**src/logic/sadc_pkg.sv**
```systemverilog
// Shared constants and types for the serial converter host interface
package sadc_pkg;

  // ************************************************************
  // Word and field layout
  // ************************************************************
  localparam int FRAME_BITS  = 16;
  localparam int CODE_BITS   = 13;
  localparam int CHAN_COUNT  = 8;
  localparam int FIFO_DEPTH  = 8;
  localparam int TRACK_EDGE  = 14;  // Bit count at the fifteenth falling edge
  localparam int LAST_EDGE   = 15;  // Bit count at the sixteenth falling edge

  // Write word: [15] write, [14:13] target, payload below
  localparam int WR_FLAG_POS   = 15;
  localparam int WR_TGT_LSB    = 13;
  localparam int CHAN_LSB      = 10;
  localparam int CFG_LSB       = 8;
  localparam int CODING_POS    = 7;
  localparam int SEQ_EN_POS    = 6;
  localparam int STBY_POS      = 5;

  localparam logic [1:0] TGT_CONTROL  = 2'h0;
  localparam logic [1:0] TGT_RANGE_LO = 2'h1;
  localparam logic [1:0] TGT_RANGE_HI = 2'h2;
  localparam logic [1:0] TGT_SEQUENCE = 2'h3;

  // ************************************************************
  // Timing
  // ************************************************************
  localparam int CLK_MHZ   = 250;
  localparam int QUIET_NS  = 50;
  localparam int WAKE_US   = 1;
  localparam int QUIET_CYC = (QUIET_NS * CLK_MHZ + 999) / 1000;
  localparam int WAKE_CYC  = WAKE_US * CLK_MHZ;

  // ************************************************************
  // Types and reset values
  // ************************************************************
  typedef enum logic [1:0] {
    CFG_SINGLE8 = 2'h0,
    CFG_DIFF4   = 2'h1,
    CFG_PSEUDO4 = 2'h2,
    CFG_PSEUDO7 = 2'h3
  } input_cfg_type;

  typedef struct packed {
    logic [2:0]    channel_address_field;
    input_cfg_type input_config;  // input_config_msb, input_config_lsb
    logic          straight_binary;
    logic          seq_enable;
    logic          auto_standby;
  } ctrl_type;

  typedef struct packed {
    logic [2:0]  channel;
    logic        sign;
    logic [11:0] data;
  } result_type;

  localparam ctrl_type CTRL_RESET = '{3'h0, CFG_SINGLE8, 1'b0, 1'b0, 1'b0};
  localparam logic [15:0] RANGE_RESET = 16'h0000;
  localparam logic [7:0]  SEQ_RESET   = 8'h00;

endpackage : sadc_pkg

```
**src/logic/sadc_host_if.sv**
```systemverilog
// Serial host interface, conversion control and result buffer
`timescale 1ns/1ps

// How it works
// - Serial clock times the 16-edge conversion
// - Chip select fall starts frame, and conversion unless buffer full
// - Result bits leave on serial clock falls
// - Word: channel, sign, twelve data bits, MSB first
// - At least 50 ns quiet before next frame
// - Output driven from frame start until edge sixteen
// - Write data captured on serial clock falls
// - Channel address field picks converted channel
// - Two-bit field selects input arrangement
// - Each channel keeps its own input range
// - Multiplexer follows control or sequence selection
// - Auto standby wake within one microsecond
// - Coding bit: one binary, zero two's complement
// - Track resumes after fifteenth falling edge

module sadc_fifo #(
  parameter int WIDTH = 16,
  parameter int DEPTH = 8
) (
  // Clock and reset
  input  wire logic             core_clk,
  input  wire logic             rst_n,
  // Fill side
  input  wire logic             in_valid,
  output logic                  in_ready,
  input  wire logic [WIDTH-1:0] in_data,
  // Drain side
  output logic                  out_valid,
  input  wire logic             out_ready,
  output logic      [WIDTH-1:0] out_data
);
  localparam int AW = $clog2(DEPTH);

  logic [DEPTH-1:0][WIDTH-1:0] mem;
  logic [DEPTH-1:0][WIDTH-1:0] next_mem;
  logic [AW-1:0]               wr_ptr, next_wr_ptr, rd_ptr, next_rd_ptr;
  logic [AW:0]                 count, next_count;
  logic                        push, pop;

  assign in_ready  = (count != (AW+1)'(DEPTH));
  assign out_valid = (count != '0);
  assign out_data  = mem[rd_ptr];
  assign push      = in_valid && in_ready;
  assign pop       = out_valid && out_ready;

  always_comb begin
    next_mem    = mem;
    next_wr_ptr = wr_ptr;
    next_rd_ptr = rd_ptr;
    if (push) begin
      next_mem[wr_ptr] = in_data;
      next_wr_ptr      = (wr_ptr == AW'(DEPTH-1)) ? '0 : wr_ptr + 1'b1;
    end
    if (pop) begin
      next_rd_ptr = (rd_ptr == AW'(DEPTH-1)) ? '0 : rd_ptr + 1'b1;
    end
    next_count = count + (AW+1)'(push) - (AW+1)'(pop);
  end

  always_ff @(posedge core_clk) begin
    if (!rst_n) begin
      mem    <= '0;
      wr_ptr <= '0;
      rd_ptr <= '0;
      count  <= '0;
    end else begin
      mem    <= next_mem;
      wr_ptr <= next_wr_ptr;
      rd_ptr <= next_rd_ptr;
      count  <= next_count;
    end
  end
endmodule : sadc_fifo

module sadc_host_if (
  // Clock and reset
  input  wire logic                 core_clk,
  input  wire logic                 rst_n,
  // Serial pins
  input  wire logic                 cs_n,
  input  wire logic                 sclk,
  input  wire logic                 din,
  output logic                      dout,
  output logic                      dout_oe,
  // Analog core
  input  wire logic [12:0]          conv_code,
  output logic                      hold_en,
  output logic [2:0]                mux_sel,
  output logic [1:0]                range_sel,
  output sadc_pkg::input_cfg_type   input_config,
  output logic                      power_up,
  // Status and buffer control
  input  wire logic                 read_hold,
  output logic                      conv_done,
  output logic                      quiet_err,
  output logic                      result_full
);

  // ************************************************************
  // Types and state
  // ************************************************************
  typedef enum logic [2:0] {
    ST_IDLE   = 3'b001,
    ST_ACTIVE = 3'b010,
    ST_QUIET  = 3'b100
  } frame_state_type;

  frame_state_type   state, next_state;
  logic              sclk_prev, next_sclk_prev;
  logic              cs_prev, next_cs_prev;
  logic [3:0]        bit_cnt, next_bit_cnt;
  logic [15:0]       out_shift, next_out_shift;
  logic [15:0]       in_shift, next_in_shift;
  logic [7:0]        quiet_cnt, next_quiet_cnt;
  logic [7:0]        wake_cnt, next_wake_cnt;
  logic              conv_act, next_conv_act;
  logic [2:0]        conv_chan, next_conv_chan;
  sadc_pkg::ctrl_type ctrl, next_ctrl;
  logic [15:0]       range_regs, next_range_regs;
  logic [7:0]        seq_mask, next_seq_mask;
  logic [2:0]        seq_chan, next_seq_chan;
  logic              next_dout, next_dout_oe, next_hold_en, next_power_up;
  logic              next_conv_done, next_quiet_err;
  logic [2:0]        next_mux_sel;
  logic [1:0]        next_range_sel;

  // FIFO wiring
  logic              fifo_in_valid, fifo_in_ready, fifo_out_valid, fifo_out_ready;
  logic [15:0]       fifo_out_data;
  sadc_pkg::result_type push_word;

  // ************************************************************
  // Helpers
  // ************************************************************
  function automatic logic [2:0] seq_after(input logic [2:0] cur, input logic [7:0] mask);
    logic [2:0] idx;
    logic       found;
    seq_after = cur;
    found     = 1'b0;
    for (int i = 1; i <= 8; i++) begin
      idx = 3'(cur + 3'(i));
      if (!found && mask[idx]) begin
        seq_after = idx;
        found     = 1'b1;
      end
    end
  endfunction : seq_after

  function automatic logic [1:0] range_of(input logic [15:0] regs, input logic [2:0] ch);
    range_of = regs[{ch, 1'b0} +: 2];
  endfunction : range_of

  wire sclk_fall  = sclk_prev && !sclk;
  wire cs_fall    = cs_prev && !cs_n;
  wire [2:0] sel_chan = ctrl.seq_enable ? seq_chan : ctrl.channel_address_field;

  // ************************************************************
  // Result buffer
  // ************************************************************
  sadc_fifo #(
    .WIDTH (sadc_pkg::FRAME_BITS),
    .DEPTH (sadc_pkg::FIFO_DEPTH)
  ) sadc_fifo_i (
    .core_clk  (core_clk),
    .rst_n     (rst_n),
    .in_valid  (fifo_in_valid),
    .in_ready  (fifo_in_ready),
    .in_data   (push_word),
    .out_valid (fifo_out_valid),
    .out_ready (fifo_out_ready),
    .out_data  (fifo_out_data)
  );

  always_comb begin
    push_word.channel = conv_chan;
    push_word.sign    = conv_code[12] ^ ctrl.straight_binary;
    push_word.data    = conv_code[11:0];
  end

  assign fifo_in_valid  = (state == ST_ACTIVE) && sclk_fall && conv_act
                          && (bit_cnt == 4'(sadc_pkg::LAST_EDGE));
  // Holding keeps the head for a re-read; this is what lets the buffer fill
  assign fifo_out_ready = (state == ST_IDLE) && cs_fall && !read_hold;

  // ************************************************************
  // Frame, conversion and register control
  // ************************************************************
  always_comb begin
    next_state      = state;
    next_sclk_prev  = sclk;
    next_cs_prev    = cs_n;
    next_bit_cnt    = bit_cnt;
    next_out_shift  = out_shift;
    next_in_shift   = in_shift;
    next_quiet_cnt  = quiet_cnt;
    next_wake_cnt   = wake_cnt;
    next_conv_act   = conv_act;
    next_conv_chan  = conv_chan;
    next_ctrl       = ctrl;
    next_range_regs = range_regs;
    next_seq_mask   = seq_mask;
    next_seq_chan   = seq_chan;
    next_dout       = dout;
    next_dout_oe    = dout_oe;
    next_hold_en    = hold_en;
    next_power_up   = power_up;
    next_conv_done  = 1'b0;
    next_quiet_err  = 1'b0;
    next_mux_sel    = sel_chan;
    next_range_sel  = range_of(range_regs, sel_chan);

    // Wake from auto standby by a fixed count of core clocks
    if (!power_up && wake_cnt != '0) begin
      next_wake_cnt = wake_cnt - 1'b1;
      if (wake_cnt == 8'h01) begin
        next_power_up = 1'b1;
      end
    end

    case (state)
      ST_IDLE: begin
        if (cs_fall) begin
          next_state     = ST_ACTIVE;
          next_bit_cnt   = '0;
          next_out_shift = fifo_out_valid ? fifo_out_data : 16'h0000;
          next_dout      = fifo_out_valid ? fifo_out_data[15] : 1'b0;
          next_dout_oe   = 1'b1;
          // A full buffer refuses the conversion rather than lose a word
          next_conv_act  = fifo_in_ready;
          next_conv_chan = sel_chan;
          next_hold_en   = fifo_in_ready;
          if (!power_up) begin
            next_wake_cnt = 8'(sadc_pkg::WAKE_CYC);
          end
        end
      end
      ST_ACTIVE: begin
        if (cs_n) begin
          // Early release aborts the frame, nothing is written or stored
          next_state     = ST_QUIET;
          next_dout_oe   = 1'b0;
          next_hold_en   = 1'b0;
          next_conv_act  = 1'b0;
          next_quiet_cnt = 8'(sadc_pkg::QUIET_CYC);
        end else if (sclk_fall) begin
          next_bit_cnt   = bit_cnt + 1'b1;
          next_in_shift  = {in_shift[14:0], din};
          next_out_shift = {out_shift[14:0], 1'b0};
          next_dout      = out_shift[14];
          if (bit_cnt == 4'(sadc_pkg::TRACK_EDGE)) begin
            next_hold_en = 1'b0;
          end
          if (bit_cnt == 4'(sadc_pkg::LAST_EDGE)) begin
            next_state     = ST_QUIET;
            next_dout_oe   = 1'b0;
            next_dout      = 1'b0;
            next_conv_done = conv_act;
            next_conv_act  = 1'b0;
            next_quiet_cnt = 8'(sadc_pkg::QUIET_CYC);
            if (ctrl.seq_enable) begin
              next_seq_chan = seq_after(seq_chan, seq_mask);
            end
            if (ctrl.auto_standby) begin
              next_power_up = 1'b0;
            end
            if (in_shift[sadc_pkg::WR_FLAG_POS-1]) begin
              case (in_shift[sadc_pkg::WR_TGT_LSB-1 +: 2])
                sadc_pkg::TGT_CONTROL: begin
                  next_ctrl.channel_address_field =
                    in_shift[sadc_pkg::CHAN_LSB-1 +: 3];
                  next_ctrl.input_config = sadc_pkg::input_cfg_type'(
                    in_shift[sadc_pkg::CFG_LSB-1 +: 2]);
                  next_ctrl.straight_binary = in_shift[sadc_pkg::CODING_POS-1];
                  next_ctrl.seq_enable   = in_shift[sadc_pkg::SEQ_EN_POS-1];
                  next_ctrl.auto_standby = in_shift[sadc_pkg::STBY_POS-1];
                end
                sadc_pkg::TGT_RANGE_LO: next_range_regs[7:0]  = {in_shift[6:0], din};
                sadc_pkg::TGT_RANGE_HI: next_range_regs[15:8] = {in_shift[6:0], din};
                sadc_pkg::TGT_SEQUENCE: begin
                  next_seq_mask = {in_shift[6:0], din};
                  next_seq_chan = in_shift[sadc_pkg::CHAN_LSB-1 +: 3];
                end
                default: next_seq_mask = seq_mask;
              endcase
            end
          end
        end
      end
      ST_QUIET: begin
        if (quiet_cnt != '0) begin
          next_quiet_cnt = quiet_cnt - 1'b1;
          if (cs_fall) begin
            next_quiet_err = 1'b1;
          end
        end else if (cs_n) begin
          next_state = ST_IDLE;
        end
      end
      default: begin
        next_state   = ST_IDLE;
        next_dout_oe = 1'b0;
      end
    endcase
  end

  always_ff @(posedge core_clk) begin
    if (!rst_n) begin
      state        <= ST_IDLE;
      sclk_prev    <= 1'b0;
      cs_prev      <= 1'b1;
      bit_cnt      <= '0;
      out_shift    <= '0;
      in_shift     <= '0;
      quiet_cnt    <= '0;
      wake_cnt     <= '0;
      conv_act     <= 1'b0;
      conv_chan    <= '0;
      ctrl         <= sadc_pkg::CTRL_RESET;
      range_regs   <= sadc_pkg::RANGE_RESET;
      seq_mask     <= sadc_pkg::SEQ_RESET;
      seq_chan     <= '0;
      dout         <= 1'b0;
      dout_oe      <= 1'b0;
      hold_en      <= 1'b0;
      power_up     <= 1'b1;
      conv_done    <= 1'b0;
      quiet_err    <= 1'b0;
      mux_sel      <= '0;
      range_sel    <= '0;
      input_config <= sadc_pkg::CFG_SINGLE8;
      result_full  <= 1'b0;
    end else begin
      state        <= next_state;
      sclk_prev    <= next_sclk_prev;
      cs_prev      <= next_cs_prev;
      bit_cnt      <= next_bit_cnt;
      out_shift    <= next_out_shift;
      in_shift     <= next_in_shift;
      quiet_cnt    <= next_quiet_cnt;
      wake_cnt     <= next_wake_cnt;
      conv_act     <= next_conv_act;
      conv_chan    <= next_conv_chan;
      ctrl         <= next_ctrl;
      range_regs   <= next_range_regs;
      seq_mask     <= next_seq_mask;
      seq_chan     <= next_seq_chan;
      dout         <= next_dout;
      dout_oe      <= next_dout_oe;
      hold_en      <= next_hold_en;
      power_up     <= next_power_up;
      conv_done    <= next_conv_done;
      quiet_err    <= next_quiet_err;
      mux_sel      <= next_mux_sel;
      range_sel    <= next_range_sel;
      input_config <= next_ctrl.input_config;
      result_full  <= !fifo_in_ready;
    end
  end

endmodule : sadc_host_if

```
**config.mk**
```make
export PLATFORM = sky130hd
export DESIGN_NAME = sadc_host_if
export DESIGN_NICKNAME = d
export VERILOG_FILES = /design/src/logic/sadc_pkg.sv /design/src/logic/sadc_host_if.sv
export SDC_FILE = /design/constraint.sdc
export NUM_CORES = 1
export LEC_CHECK = 0
export BUFFER_PORTS_ARGS = -buffer_cell sky130_fd_sc_hd__buf_2
export CAP_MARGIN = 10
export CORE_ASPECT_RATIO = 1.4
export CORE_UTILIZATION = 30
export CTS_BUF_LIST = sky130_fd_sc_hd__clkbuf_16
export DETAILED_ROUTE_END_ITERATION = 8
export GPL_TIMING_DRIVEN = 0
export PLACE_DENSITY = 0.5
export REMOVE_ABC_BUFFERS = 1
export SETUP_SLACK_MARGIN = 0.4
export SYNTH_ARGS = -nofsm -noshare
export SYNTH_HDL_FRONTEND = slang
export SYNTH_SLANG_ARGS = --single-unit
```
**constraint.sdc**
```tcl
create_clock -name core_clk -period 2.6 [get_ports core_clk]
set_input_delay 0.39 -clock core_clk [delete_from_list [all_inputs] [get_ports core_clk]]
set_output_delay 0.39 -clock core_clk [all_outputs]
set_load 0.02 [all_outputs]
```
Word level (Yosys, flattened, before mapping)
Cells that the tools add are included.
- register bits after elaboration: 244
- latch bits: 0
- bits in writable memories: 0
- bits in read-only memories: 0
- bits of input ports: 19
- word-level logic and storage cells: 271
- memories kept: 0
- add/sub/neg operators: 14
- multipliers: 0
- divide/modulo/power cells: 0
- order comparisons: 11
- eq/ne operators: 21
- shifts and indexed selects: 1
- muxes and demuxes: 127
- bitwise gates (word level): 7
- reductions and logical operators: 51
- operator list (operator ; number):
    bitwise mux 128 bit ; 1
    2-to-1 mux 1 bit ; 71
    2-to-1 mux 8 bit ; 8
    2-to-1 mux 15 bit ; 4
    2-to-1 mux 3 bit ; 20
    binary-select mux 16 bit (select 3 bit) ; 1
    demux 16 bit (select 3 bit) ; 1
    less-than comparator 3 x 4 -> 1 bit, second input constant ; 10
    2-to-1 mux 16 bit ; 2
    one-hot mux 15 bit (2 select lines) ; 1
    binary-select mux 1 bit (select 3 bit) ; 8
    AND reduction 4 bit ; 6
    AND reduction 6 bit ; 4
    logical AND 1 bit ; 18
    one-hot mux 8 bit (2 select lines) ; 1
    nonzero test 8 bit ; 2
    variable part select 16 x 5 -> 2 bit ; 1
    subtractor 8 x 1 -> 8 bit, second input constant ; 2
    adder 3 bit, second input constant ; 4
    zero test 1 bit ; 12
    2-to-1 mux 4 bit ; 3
    inequality test 2 bit, second input constant ; 6
    adder 3 x 1 -> 3 bit, second input constant ; 3
    == test 3 bit, second input constant ; 3
    other kinds (27) ; 40

Logic depth before layout (Yosys ltp)
Gate-level depths: netlist of run 1.
- word-level depth: 63
- mapped depth: 13

Cells and area by module
From an unflattened synthesis of run 1, not the netlist that was laid out.
- cell total of the unflattened synthesis: 1171
- area, all modules: 11673.7 µm²
- modules (own cells, without submodules) (module ; instances ; cells an instance ; area each (µm²)):
    sadc_fifo ; 1 ; 564 ; 6219.7
    sadc_host_if ; 1 ; 607 ; 5454.0

Least setup slack after synthesis of run 1
OpenSTA, ideal clock, no wires.
- path kind: register to register
- start point: register seq_chan[0]
- end point: register seq_chan[1]
- data arrival time: 2.834 ns
- setup slack: -0.313 ns
- cell stages (with the launch flop): 12
- path buffers: 2
- clock period less this slack: 2.913 ns
- cell sequence: dfxtp_1 > buf_2 > inv_2 > ha_1 > buf_2 > mux4_2 > mux2i_4 > and3_1 > nand3_1 > a21o_1 > a2111o_1 > o211ai_1
- word-level cells in the longest chain between the ends: 63
- elaborated cells between the ends (all ways): 90
- RTL lines (what ; RTL line ; RTL):
    start, declared ; sadc_host_if.sv:125 ; logic [2:0] seq_chan, next_seq_chan;
    start signal, assigned ; sadc_host_if.sv:350 ; seq_chan <= next_seq_chan;
    adder 3 x 1 -> 3 bit ; sadc_host_if.sv:145 ; idx = 3'(cur + 3'(i));
    binary-select mux 1 bit (select 3 bit) ; sadc_host_if.sv:146 ; if (!found && mask[idx]) begin
    2-to-1 mux 1 bit (not written as such) ; sadc_host_if.sv:146 ;
    2-to-1 mux 1 bit ; sadc_host_if.sv:146 ;
    2-to-1 mux 1 bit ; sadc_host_if.sv:264 ; if (ctrl.seq_enable) begin
    2-to-1 mux 1 bit ; sadc_host_if.sv:257 ; if (bit_cnt == 4'(sadc_pkg::LAST_EDGE)) begin
    2-to-1 mux 1 bit ; sadc_host_if.sv:249 ; end else if (sclk_fall) begin
    2-to-1 mux 1 bit ; sadc_host_if.sv:242 ; if (cs_n) begin
    (+47 left out) ; n/a ;
    2-to-1 mux 1 bit ; sadc_host_if.sv:242 ;
    2-to-1 mux 1 bit ; sadc_host_if.sv:224 ; case (state)
    zero test 1 bit ; sadc_host_if.sv:146 ;
    logical AND 1 bit ; sadc_host_if.sv:146 ;
    2-to-1 mux 3 bit (*) ; sadc_host_if.sv:146 ;
    2-to-1 mux 3 bit (*) ; sadc_host_if.sv:264 ;
    2-to-1 mux 3 bit ; sadc_host_if.sv:271 ; case (in_shift[sadc_pkg::WR_TGT_LSB-1 +: 2])
    2-to-1 mux 3 bit (*) ; sadc_host_if.sv:270 ; if (in_shift[sadc_pkg::WR_FLAG_POS-1]) begin
Mark *: on every way between the ends. The rest lies on a longest branch, timed or not. The select of a mux whose other input is x is not followed.
A chain may end at the register's enable or synchronous reset.

Worst setup path after layout of run 1
- start point: register seq_chan[0]
- end point: register seq_chan[0]
- word-level cells in the longest chain between the ends: 63
- elaborated cells between the ends (all ways): 90
- RTL lines (what ; RTL line):
    adder 3 x 1 -> 3 bit ; sadc_host_if.sv:145
    binary-select mux 1 bit (select 3 bit) ; sadc_host_if.sv:146
    2-to-1 mux 1 bit (not written as such) ; sadc_host_if.sv:146
    2-to-1 mux 1 bit ; sadc_host_if.sv:146
    2-to-1 mux 1 bit ; sadc_host_if.sv:264
    2-to-1 mux 1 bit ; sadc_host_if.sv:257
    2-to-1 mux 1 bit ; sadc_host_if.sv:249
    2-to-1 mux 1 bit ; sadc_host_if.sv:242
    (+47 left out) ; n/a
    2-to-1 mux 1 bit ; sadc_host_if.sv:242
    2-to-1 mux 1 bit ; sadc_host_if.sv:224
    zero test 1 bit ; sadc_host_if.sv:146
    logical AND 1 bit ; sadc_host_if.sv:146
    2-to-1 mux 3 bit ; sadc_host_if.sv:146
    2-to-1 mux 3 bit (*) ; sadc_host_if.sv:264
    2-to-1 mux 3 bit ; sadc_host_if.sv:271
    2-to-1 mux 3 bit (*) ; sadc_host_if.sv:270
Marked as above.

==> results by group, run 1 <==
Layout
  – Final net count: 1312
  – Layout filler cell count: 3989
  – Area Growth Syn to Fin: 19.8%
  – Ant diodes: 0
  – Post-route cell area: 14400 µm²
  – Layout cells sized above 1: 0.218

Routing
  – Vias: 8882
  – DR iter-0 viols: 611
  – Wire length on met1: 13900 µm
  – Wirelength per Cell: 17.2 µm
  – DRC viols: 0
  – Final WL: 31300 µm
  – Routed Antenna Nets: 0
  – Routed wl met2: 15900 µm
  – DR top layer: met5
  – Drt first pass iters: 5
  – Met3 routed WL: 893 µm
  – DR vias/cell: 4.89

Timing
  – Slew HR: 0.209
  – Setup Viol. Count Final: 0
  – Final min period: 2.58 ns
  – Clk_skew: 0.0236 ns
  – Final worst-path cycle share: 0.993
  – Hold Vio Cnt, Final: 0
  – Slew Limit Fails: 0
  – Worst slew pin tran: 1.18 ns
  – RSZ-0062 raised after global routing: true
  – Fmax achieved: 387 MHz

Floorplanning
  – Initial core utilization: 0.305
  – Die outline area: 40900 µm²
  – FP Rows: 86
  – Top-level I/O count: 33
  – Die W: 171 µm
  – Core area: 39400 µm²
  – Die Ht: 239 µm

Power and ir drop
  – Comb pwr share: 0.085
  – Switching part of the total power: 0.251
  – P_sw: 2.03 mW
  – Proportion of power drawn by the clock network: 0.436
  – VDD IR max: 0.000460 V
  – Leakage: 4.96 nW
  – Internal cell power: 6.06 mW
  – Power per cell area: 562 nW/µm²
  – Flop pwr share: 0.479
  – Total Power: 8.09 mW

Clock tree
  – Worst-skew pair later-pin latency: 0.55 ns
  – Num CTS Buffers: 27
  – Max H-tree Level: 1
  – Num Clock Sinks: 244
  – Clk buf depth: 3
  – Clock Tree Root: clkbuf_16
  – Hold buffers post-CTS: 0
  – Clk pin slew, worst setup/hold paths: 0.06 ns
  – CTS tree: yes

Synthesis
  – Cells after synthesis: 1241
  – Most numerous cell in the Yosys netlist: dfxtp_1
  – Syn_area_per_cell: 9.68 µm²
  – Number of synthesized flops with an enable pin: 0
  – Seq cells post-synth: 244
  – Ys async rst share: 0
  – Synth top area share: 0.407
  – Commonest register cell after synthesis: dfxtp_1
  – Synthesis Warnings: 0
  – Mapped Area: 12000 µm²
  – Yosys cell types: 75
  – Area contributors post-synth: dfxtp_1 (41%), mux2i_1 (9.0%), mux4_2 (8.4%), nand2_1 (6.7%), nor2b_1 (5.2%)
  – Synth area leader: dfxtp_1
  – Post-synth top cells: dfxtp_1 (244), nand2_1 (215), mux2i_1 (108)
  – Sequential-to-total area share from yosys stat: 0.407

Setup path
  – Startpoint types: flip-flop
  – Worst reg2reg setup slack: 0.02 ns
  – CP Capture Type: flip-flop
  – Delay-heaviest family, CP: multiplexers
  – Worst stage delay on the critical path: 0.57 ns
  – Buf+Inv Stages, Crit Path: 1
  – Critical path arrival: 3.00 ns
  – Critical Path Slowest Stage Cell: mux4_2
  – CP Max Fanout: 7
  – Setup CP Type: reg2reg
  – CP required: 3.01 ns
  – Worst path cell trace: inv_8, ha_4, mux4_2, mux2i_4, and3_4, nand4_1, o221ai_2, mux2i_1, o21ai_1

Placed design
  – Routability cong.: 0.756
  – Final HPWL DP: 19200 µm
  – DP Area: 12700 µm²
  – Port-buffer cells: 32

Global route
  – Initial antenna violation count: 1
  – Gr usage total: 0.154
  – First-pass GRT wire length: 49200 µm
  – GRT overflow: 0
  – Pin count of the biggest net entering global routing: 154
  – Vias in the first global route: 8748

Run
  – Max-capacitance violation count: 0

Worst hold path
  – Hold Path Class: in2reg

Status
  – Status: finished, final reports clean
-- kinds of logic after synthesis --
logic type | after synthesis | share of synthesized area
AO/OA/AOI/OAI | 205 | 0.125
adder cells (fa/ha/maj) | 20 | 0.0215
multiplexers | 176 | 0.201
AND/OR/NAND/NOR | 458 | 0.189
XOR/XNOR | 14 | 0.0124
buffers and inverters | 124 | 0.0440
flip-flops | 244 | 0.407
-- power by group through the flow --
stage	Sequential, mW	Clock, mW	Combinational, mW
floorplan	3.97	0	0.351
global placement	3.99	0	0.570
detailed placement	3.97	0	0.617
CTS	3.89	3.61	0.661
global route	3.89	3.76	0.750
finish	3.88	3.52	0.687
-- final timing paths --
kind              cells after the start                  end                 from
setup / recovery                      9          seq_chan[0]          seq_chan[0]
hold / removal                        2            sclk_prev                 sclk
setup reg to reg                      9          seq_chan[0]          seq_chan[0]
hold reg to reg                       2  sadc_fifo_i.mem[41]  sadc_fifo_i.mem[41]
-- sequential cells by signal, indices dropped and copies added, names as in the netlist, 4 cells and up --
signal and cells:
sadc_fifo_i.mem 128, out_shift 15, bit_cnt 4, in_shift 15
range_regs 16, seq_mask 8, ctrl 8, wake_cnt 8
quiet_cnt 8, sadc_fifo_i.count 4
-- per-stage QoR --
step | hold slack [ns] | instances | setup WS [ns] | util | TNS (ns)
2_1_floorplan | 0.432 | 1140 | -1.06 | - | -57.15
3_3_place_gp | 0.439 | 1700 | -3.20 | 0.315 | -361.52
3_5_place_dp | 0.444 | 1716 | -1.39 | 0.322 | -108.37
4_1_cts | 0.0551 | 1807 | 0.0450 | 0.358 | 0
5_1_grt | 0.0706 | 1818 | -0.104 | 0.365 | -0.300
6_report | 0.0729 | 1818 | 0.0190 | 0.365 | 0
-- layout by cell type, fill, tap and decap left out, types with 28 or more instances in the layout --
cell type / Yosys / final
dfxtp_1: 244 / 234
nand2_1: 215 / 208
mux2i_1: 108 / 104
nor2b_1: 99 / 98
a21boi_0: 69 / 63
buf_4: 6 / 48
mux4_2: 45 / 45
nor2_1: 46 / 42
a21boi_1: 26 / 31
buf_2: 14 / 31
clkbuf_16: 0 / 28
-- cell type report --
class / instances / area (µm²) / area share
timing repair buffer: 103 / 905 / 0.0628
clock buffer: 27 / 676 / 0.0469
tap: 528 / 661 / 0.0459
sequential: 244 / 4910 / 0.341
multi-input combinational: 874 / 7030 / 0.488
inverter: 23 / 101 / 0.00704
clock inverter: 19 / 110 / 0.00765
-- routing by layer --
metal	vias to the layer above	GRT usage
met3	41	0.0182
met1	4299	0.190
met4	2	0.0417
met2	137	0.277
li1	4403	-
met5	-	0
-- what timing repair did --
action,in CTS,in global routing
pin swaps,23,8
setup buffers,44,10
endpoints found under the setup margin,200,157
gates cloned,1,1
resized for setup,62,41
No activity file was read; power rests on OpenSTA's default activity.
==> run 2, diff against run 1 <==
--- a/config.mk
+++ b/config.mk
@@ -5,7 +5,7 @@
 export SDC_FILE = /design/constraint.sdc
 export NUM_CORES = 1
 export LEC_CHECK = 0
-export BUFFER_PORTS_ARGS = -buffer_cell sky130_fd_sc_hd__buf_2
+export BUFFER_PORTS_ARGS = -buffer_cell sky130_fd_sc_hd__buf_4
 export CAP_MARGIN = 10
 export CORE_ASPECT_RATIO = 1.4
 export CORE_UTILIZATION = 30
==> results by group, run 2 (synthesis results as in run 1) <==
Setup path
  – Reg-to-Reg End: seq_chan[1]
  – Buf+Inv Stages, Crit Path: 1 (unchanged)
  – Startpoint types: flip-flop
  – Setup CP Type: reg2reg
  – CP Max Fanout: 6 (-1)
  – CP Capture Type: flip-flop
  – Critical Path Slowest Stage Cell: mux4_2
  – Reg2Reg Depth: 9 (unchanged)
  – Critical R2R Launch: seq_chan[0]
  – Worst path cell trace: inv_8, ha_4, mux4_2, mux2i_4, and3_4, nand3_4, a21o_1, a2111o_1, o211ai_1
  – Delay-heaviest family, CP: multiplexers
  – CP required: 3.06 ns (+0.05 ns)
  – Worst reg2reg setup slack: 0.04 ns (+0.02 ns)
  – Worst stage delay on the critical path: 0.56 ns (about the same)
  – Critical path arrival: 3.02 ns (+0.02 ns)

Floorplanning
  – Initial core utilization: 0.305 (unchanged)
  – Die outline area: 40900 µm² (unchanged)
  – Die W: 171 µm (unchanged)
  – Top-level I/O count: 33 (unchanged)
  – FP Rows: 86 (unchanged)
  – Die Ht: 239 µm (unchanged)
  – Core area: 39400 µm² (unchanged)

Layout
  – Largest registers: sadc_fifo_i.mem (128), range_regs (16)
  – Post-route cell area: 14700 µm² (+2.3%)
  – Area Growth Syn to Fin: 22.6%
  – Layout filler cell count: 4029 (+1.0%)
  – Commonest cells after routing, fill and taps aside: dfxtp_1 (233), nand2_1 (202), mux2i_1 (104), nor2b_1 (98), buf_4 (73)
  – Ant diodes: 0 (unchanged)
  – Biggest register: sadc_fifo_i.mem
  – Final net count: 1318 (+0.46%)
  – Layout cells sized above 1: 0.237 (+0.0195)
  – Max reg flops: 128 (unchanged)
  – Commonest non-fill, non-tap cell in the layout: dfxtp_1

Power and ir drop
  – Proportion of power drawn by the clock network: 0.453 (+0.017)
  – Total Power: 8.43 mW (+4.2%)
  – Comb pwr share: 0.087 (+0.002)
  – Leakage: 5.06 nW (+2.0%)
  – Switching part of the total power: 0.250 (-0.000515)
  – P_sw: 2.11 mW (+4.0%)
  – Power per cell area: 572 nW/µm² (+1.9%)
  – VDD IR max: 0.000456 V (-0.69%)
  – Internal cell power: 6.32 mW (+4.3%)
  – Flop pwr share: 0.460 (-0.019)

Status
  – Status: finished, final reports clean

Timing
  – Final worst-path cycle share: 0.985 (-0.00745)
  – Fmax achieved: 390 MHz (+0.76%)
  – Setup Viol. Count Final: 0 (unchanged)
  – Hold Vio Cnt, Final: 0 (unchanged)
  – Slew HR: 0.222 (+0.0132)
  – RSZ-0062 raised after global routing: true
  – Clk_skew: 0.0216 ns (-0.00199 ns)
  – Slew Limit Fails: 0 (unchanged)
  – Final min period: 2.56 ns (-0.0194 ns)
  – Worst slew pin tran: 1.17 ns (-0.0197 ns)

Clock tree
  – Clk pin slew, worst setup/hold paths: 0.06 ns (about the same)
  – Worst-skew pair later-pin latency: 0.56 ns (about the same)
  – Max H-tree Level: 1 (unchanged)
  – Clock Tree Root: clkbuf_16
  – Clk buf depth: 3 (unchanged)
  – Num Clock Sinks: 244 (unchanged)
  – Num CTS Buffers: 27 (unchanged)
  – CTS tree: yes

Run
  – Max-capacitance violation count: 0 (unchanged)

Routing
  – DR iter-0 viols: 510 (-17%)
  – Vias: 8939 (+0.64%)
  – DR vias/cell: 4.90 (+0.20%)
  – DRC viols: 0 (unchanged)
  – Wirelength per Cell: 17.5 µm (+1.4%)
  – Routed Antenna Nets: 0 (unchanged)
  – Final WL: 31900 µm (+1.9%)
  – Drt first pass iters: 5 (unchanged)

Worst hold path
  – Hold depth: 2 (unchanged)
  – Hold Path Class: in2reg
  – WHS Endpoint: sclk_prev
  – Hold path startpoint: sclk

Placed design
  – DP Area: 12800 µm² (+0.74%)
  – Port-buffer cells: 32 (unchanged)
  – Routability cong.: 0.752 (-0.45%)
  – Final HPWL DP: 19100 µm (-0.43%)

Global route
  – GRT overflow: 0 (unchanged)
  – Vias in the first global route: 8841 (+1.1%)
  – Initial antenna violation count: 0 (-1)
  – First-pass GRT wire length: 49900 µm (+1.5%)
  – Gr usage total: 0.156 (+0.00212)
  – Pin count of the biggest net entering global routing: 148 (-3.9%)
[run 2: cell types whose count changed in the layout (fill, tap and decap cells not counted), moves of 5 or more]
| cell | delta |
|---|---|
| buf_2 | -31 |
| nand2_1 | -6 |
| inv_1 | -5 |
| clkinvlp_4 | +5 |
| nand2_2 | +5 |
| buf_4 | +25 |
| buf_12 | +6 |
| buf_6 | +7 |
[run 2: final cells by class]
cell class | count | area [µm²] | share of cell area
multi-input cells | 874 | 7060 | 0.479
well taps | 528 | 661 | 0.0449
clock inverters | 21 | 196 | 0.0133
flip-flops and latches | 244 | 4920 | 0.334
repair buffers | 109 | 1120 | 0.0761
inverters | 23 | 93.8 | 0.00637
clock buffers | 27 | 676 | 0.0459
[run 2: repair_timing]
action	4_1_cts	5_1_grt
hold buffers	0	0
pin swaps	20	27
resized for setup	72	57
setup buffers	45	15
hold endpoints to repair	0	0
cloned	1	1
endpoints found under the setup margin	200	122
[run 2: through the flow]
step	hold WS [ns]	TNS, ns	utilization	worst slack [ns]	instances
after floorplan	0.432	-57.15	-	-1.06	1140
after global placement	0.439	-292.95	0.317	-3.22	1700
after detailed placement	0.445	-111.39	0.324	-1.40	1716
after CTS	0.0238	0	0.365	0.0707	1810
after global routing	0.0460	-0.122	0.374	-0.0509	1826
final	0.0433	0	0.374	0.0383	1826
[run 2: worst register-to-register path, cell delays in order, from the launching register on]
cell and delay [ns]:
dfxtp_4 0.39, inv_8 0.04, ha_4 0.30, mux4_2 0.56, mux2i_4 0.24, and3_4 0.26
nand3_4 0.07, a21o_1 0.16, a2111o_1 0.40, o211ai_1 0.07
[run 2: power by group through the flow]
stage,clock (mW),combinational (mW),sequential [mW]
3_3_place_gp,0,0.574,3.99
4_1_cts,3.94,0.693,3.88
6_report,3.82,0.734,3.88
3_5_place_dp,0,0.626,3.97
5_1_grt,4.08,0.807,3.89
2_1_floorplan,0,0.351,3.97
[run 2: worst max path at each step]
| stage | startpoint | end | slack, ns | cells past startpoint |
|---|---|---|---|---|
| 2_1_floorplan | state[2] | sadc_fifo_i.mem[64] | -1.06 | 8 |
| 6_report | seq_chan[0] | seq_chan[1] | 0.04 | 9 |
| 3_5_place_dp | seq_chan[0] | seq_chan[1] | -1.40 | 9 |
| 4_1_cts | seq_chan[0] | seq_chan[1] | 0.07 | 9 |
| 5_1_grt | seq_chan[1] | seq_chan[0] | -0.05 | 8 |
| 3_3_place_gp | state[2] | sadc_fifo_i.mem[26] | -3.22 | 8 |
[run 2: metal layers]
metal  share of wire  GRT usage
met3           0.033     0.0202
met5               0          0
met2            0.51      0.275
met4           0.025     0.0506
met1            0.43      0.193
==> run 3, diff against run 2 <==
--- a/config.mk
+++ b/config.mk
@@ -14,7 +14,7 @@
 export GPL_TIMING_DRIVEN = 0
 export PLACE_DENSITY = 0.5
 export REMOVE_ABC_BUFFERS = 1
-export SETUP_SLACK_MARGIN = 0.4
+export SETUP_SLACK_MARGIN = 0.05
 export SYNTH_ARGS = -nofsm -noshare
 export SYNTH_HDL_FRONTEND = slang
 export SYNTH_SLANG_ARGS = --single-unit
==> results by group, run 3 (synthesis results as in run 1) <==
Setup path
  – Reg-to-Reg End: seq_chan[1]
  – Worst reg2reg setup slack: 0.006 ns (-0.03 ns)
  – Critical path arrival: 3.05 ns (+0.03 ns)
  – Startpoint types: flip-flop
  – CP Capture Type: flip-flop
  – Setup CP Type: reg2reg
  – CP required: 3.06 ns (about the same)
  – CP Max Fanout: 8 (+2)
  – Reg2Reg Depth: 9 (unchanged)
  – Critical R2R Launch: seq_chan[0]

Clock tree
  – Hold buffers post-CTS: 0 (unchanged)
  – Num CTS Buffers: 27 (unchanged)
  – Clk pin slew, worst setup/hold paths: 0.06 ns (about the same)
  – Num Clock Sinks: 244 (unchanged)
  – CTS tree: yes
  – Clock Tree Root: clkbuf_16
  – Clk buf depth: 3 (unchanged)
  – Worst-skew pair later-pin latency: 0.56 ns (about the same)
  – Max H-tree Level: 1 (unchanged)

Placed design
  – Final HPWL DP: 19100 µm (unchanged)
  – Worst slack, placed: -1.40 ns (unchanged)
  – Routability cong.: 0.752 (unchanged)
  – Port-buffer cells: 32 (unchanged)

Routing
  – DR iter-0 viols: 502 (-1.6%)
  – DR vias/cell: 4.88 (-0.41%)
  – DRC viols: 0 (unchanged)
  – Drt first pass iters: 4 (-1)
  – Routed Antenna Nets: 0 (unchanged)
  – Final WL: 30600 µm (-4.2%)
  – Wirelength per Cell: 17.0 µm (-2.8%)
  – Vias: 8776 (-1.8%)

Global route
  – Vias in the first global route: 8701 (-1.6%)
  – GRT overflow: 0 (unchanged)
  – Gr usage total: 0.153 (-0.00300)
  – Pin count of the biggest net entering global routing: 148 (unchanged)
  – Initial antenna violation count: 0 (unchanged)
  – First-pass GRT wire length: 49100 µm (-1.6%)

Floorplanning
  – Top-level I/O count: 33 (unchanged)
  – Die outline area: 40900 µm² (unchanged)
  – Initial core utilization: 0.305 (unchanged)
  – Die Ht: 239 µm (unchanged)
  – Core area: 39400 µm² (unchanged)
  – FP Rows: 86 (unchanged)
  – Die W: 171 µm (unchanged)

Timing
  – Slew Limit Fails: 0 (unchanged)
  – Setup Viol. Count Final: 0 (unchanged)
  – Clk_skew: 0.0244 ns (+0.00284 ns)
  – Final WS setup: 0.00614 ns (-0.0322 ns)
  – Fmax achieved: 386 MHz (-1.2%)
  – Final min period: 2.59 ns (+0.0322 ns)
  – Hold Vio Cnt, Final: 0 (unchanged)
  – Worst slew pin tran: 1.19 ns (+0.0243 ns)
  – Final worst-path cycle share: 0.998 (+0.0124)
  – RSZ-0062 raised after global routing: true
  – Slew HR: 0.206 (-0.0162)

Power and ir drop
  – Power per cell area: 587 nW/µm² (+2.5%)
  – Total Power: 8.33 mW (-1.2%)
  – Leakage: 4.87 nW (-3.9%)
  – VDD IR max: 0.000477 V (+4.5%)

Worst hold path
  – Hold Path Class: in2reg
  – Hold depth: 2 (unchanged)
  – Hold path startpoint: sclk
  – WHS Endpoint: sclk_prev

Layout
  – Layout filler cell count: 4069 (+0.99%)
  – Max reg flops: 128 (unchanged)
  – Biggest register: sadc_fifo_i.mem
  – Largest registers: sadc_fifo_i.mem (128), range_regs (16)
  – Ant diodes: 0 (unchanged)
  – Final net count: 1292 (-2.0%)
  – Area Growth Syn to Fin: 18.2%
  – Commonest cells after routing, fill and taps aside: dfxtp_1 (237), nand2_1 (213), mux2i_1 (105), nor2b_1 (99), a21boi_0 (69)
  – Layout cells sized above 1: 0.194 (-0.0431)
  – Commonest non-fill, non-tap cell in the layout: dfxtp_1

Status
  – Status: finished, final reports clean

Run
  – Max-capacitance violation count: 0 (unchanged)
==> run 3: critical path: stages, from the launching register on <==
cell and delay [ns]:
dfxtp_4 0.39, inv_8 0.06, ha_4 0.32, mux4_2 0.57, mux2i_4 0.23, and3_4 0.24
nand3_2 0.09, a21o_1 0.17, a2111o_1 0.35, o211ai_1 0.08
==> run 3: worst max-delay path by stage <==
stage / from / endpoint / slack [ns]
2_1_floorplan: state[2] / sadc_fifo_i.mem[64] / -1.06
3_3_place_gp: state[2] / sadc_fifo_i.mem[26] / -3.22
3_5_place_dp: seq_chan[0] / seq_chan[1] / -1.40
4_1_cts: state[2] / sadc_fifo_i.count[2] / -0.007
5_1_grt: seq_chan[0] / seq_chan[2] / -0.10
6_report: seq_chan[0] / seq_chan[1] / 0.006
==> run 3: final cells by class <==
| type | count | area (µm²) | share of cell area |
|---|---|---|---|
| multi-input combinational | 873 | 6850 | 0.482 |
| sequential | 244 | 4900 | 0.345 |
| timing repair buffer | 84 | 818 | 0.0576 |
| clock buffer | 27 | 676 | 0.0476 |
| tap | 528 | 661 | 0.0465 |
| clock inverter | 21 | 196 | 0.0138 |
| inverter | 23 | 93.8 | 0.00661 |
==> run 3: stage by stage <==
stage               hold slack (ns)  cells  setup TNS [ns]  cell area, µm²   util
floorplan                     0.432   1140          -57.15           11600      -
global placement              0.439   1700         -292.95           12500  0.317
detailed placement            0.445   1716         -111.39           12800  0.324
CTS                          0.0238   1793        -0.00756           14100  0.358
global route                 0.0471   1800          -0.623           14200  0.361
finish                       0.0442   1800               0           14200  0.361
==> run 3: routing by layer <==
| layer | vias up | GRT usage | wire length, µm |
|---|---|---|---|
| li1 | 4363 | - | - |
| met1 | 4242 | 0.189 | 13100 |
| met2 | 126 | 0.272 | 15600 |
| met3 | 45 | 0.0197 | 1170 |
| met4 | 0 | 0.0457 | 607 |
| met5 | - | 0 | 0 |
==> run 3: power breakdown <==
part	switching [mW]	internal (mW)	leakage [nW]
clock	1.61	2.19	0.429
combinational	0.366	0.273	2.46
sequential	0.0787	3.81	1.97
==> run 3: repair_timing <==
action                                  CTS  global route
pin swaps                                12             8
endpoints found under the setup margin  180           101
resized for setup                        38            16
hold endpoints to repair                  0             0
buffers inserted                         29             7
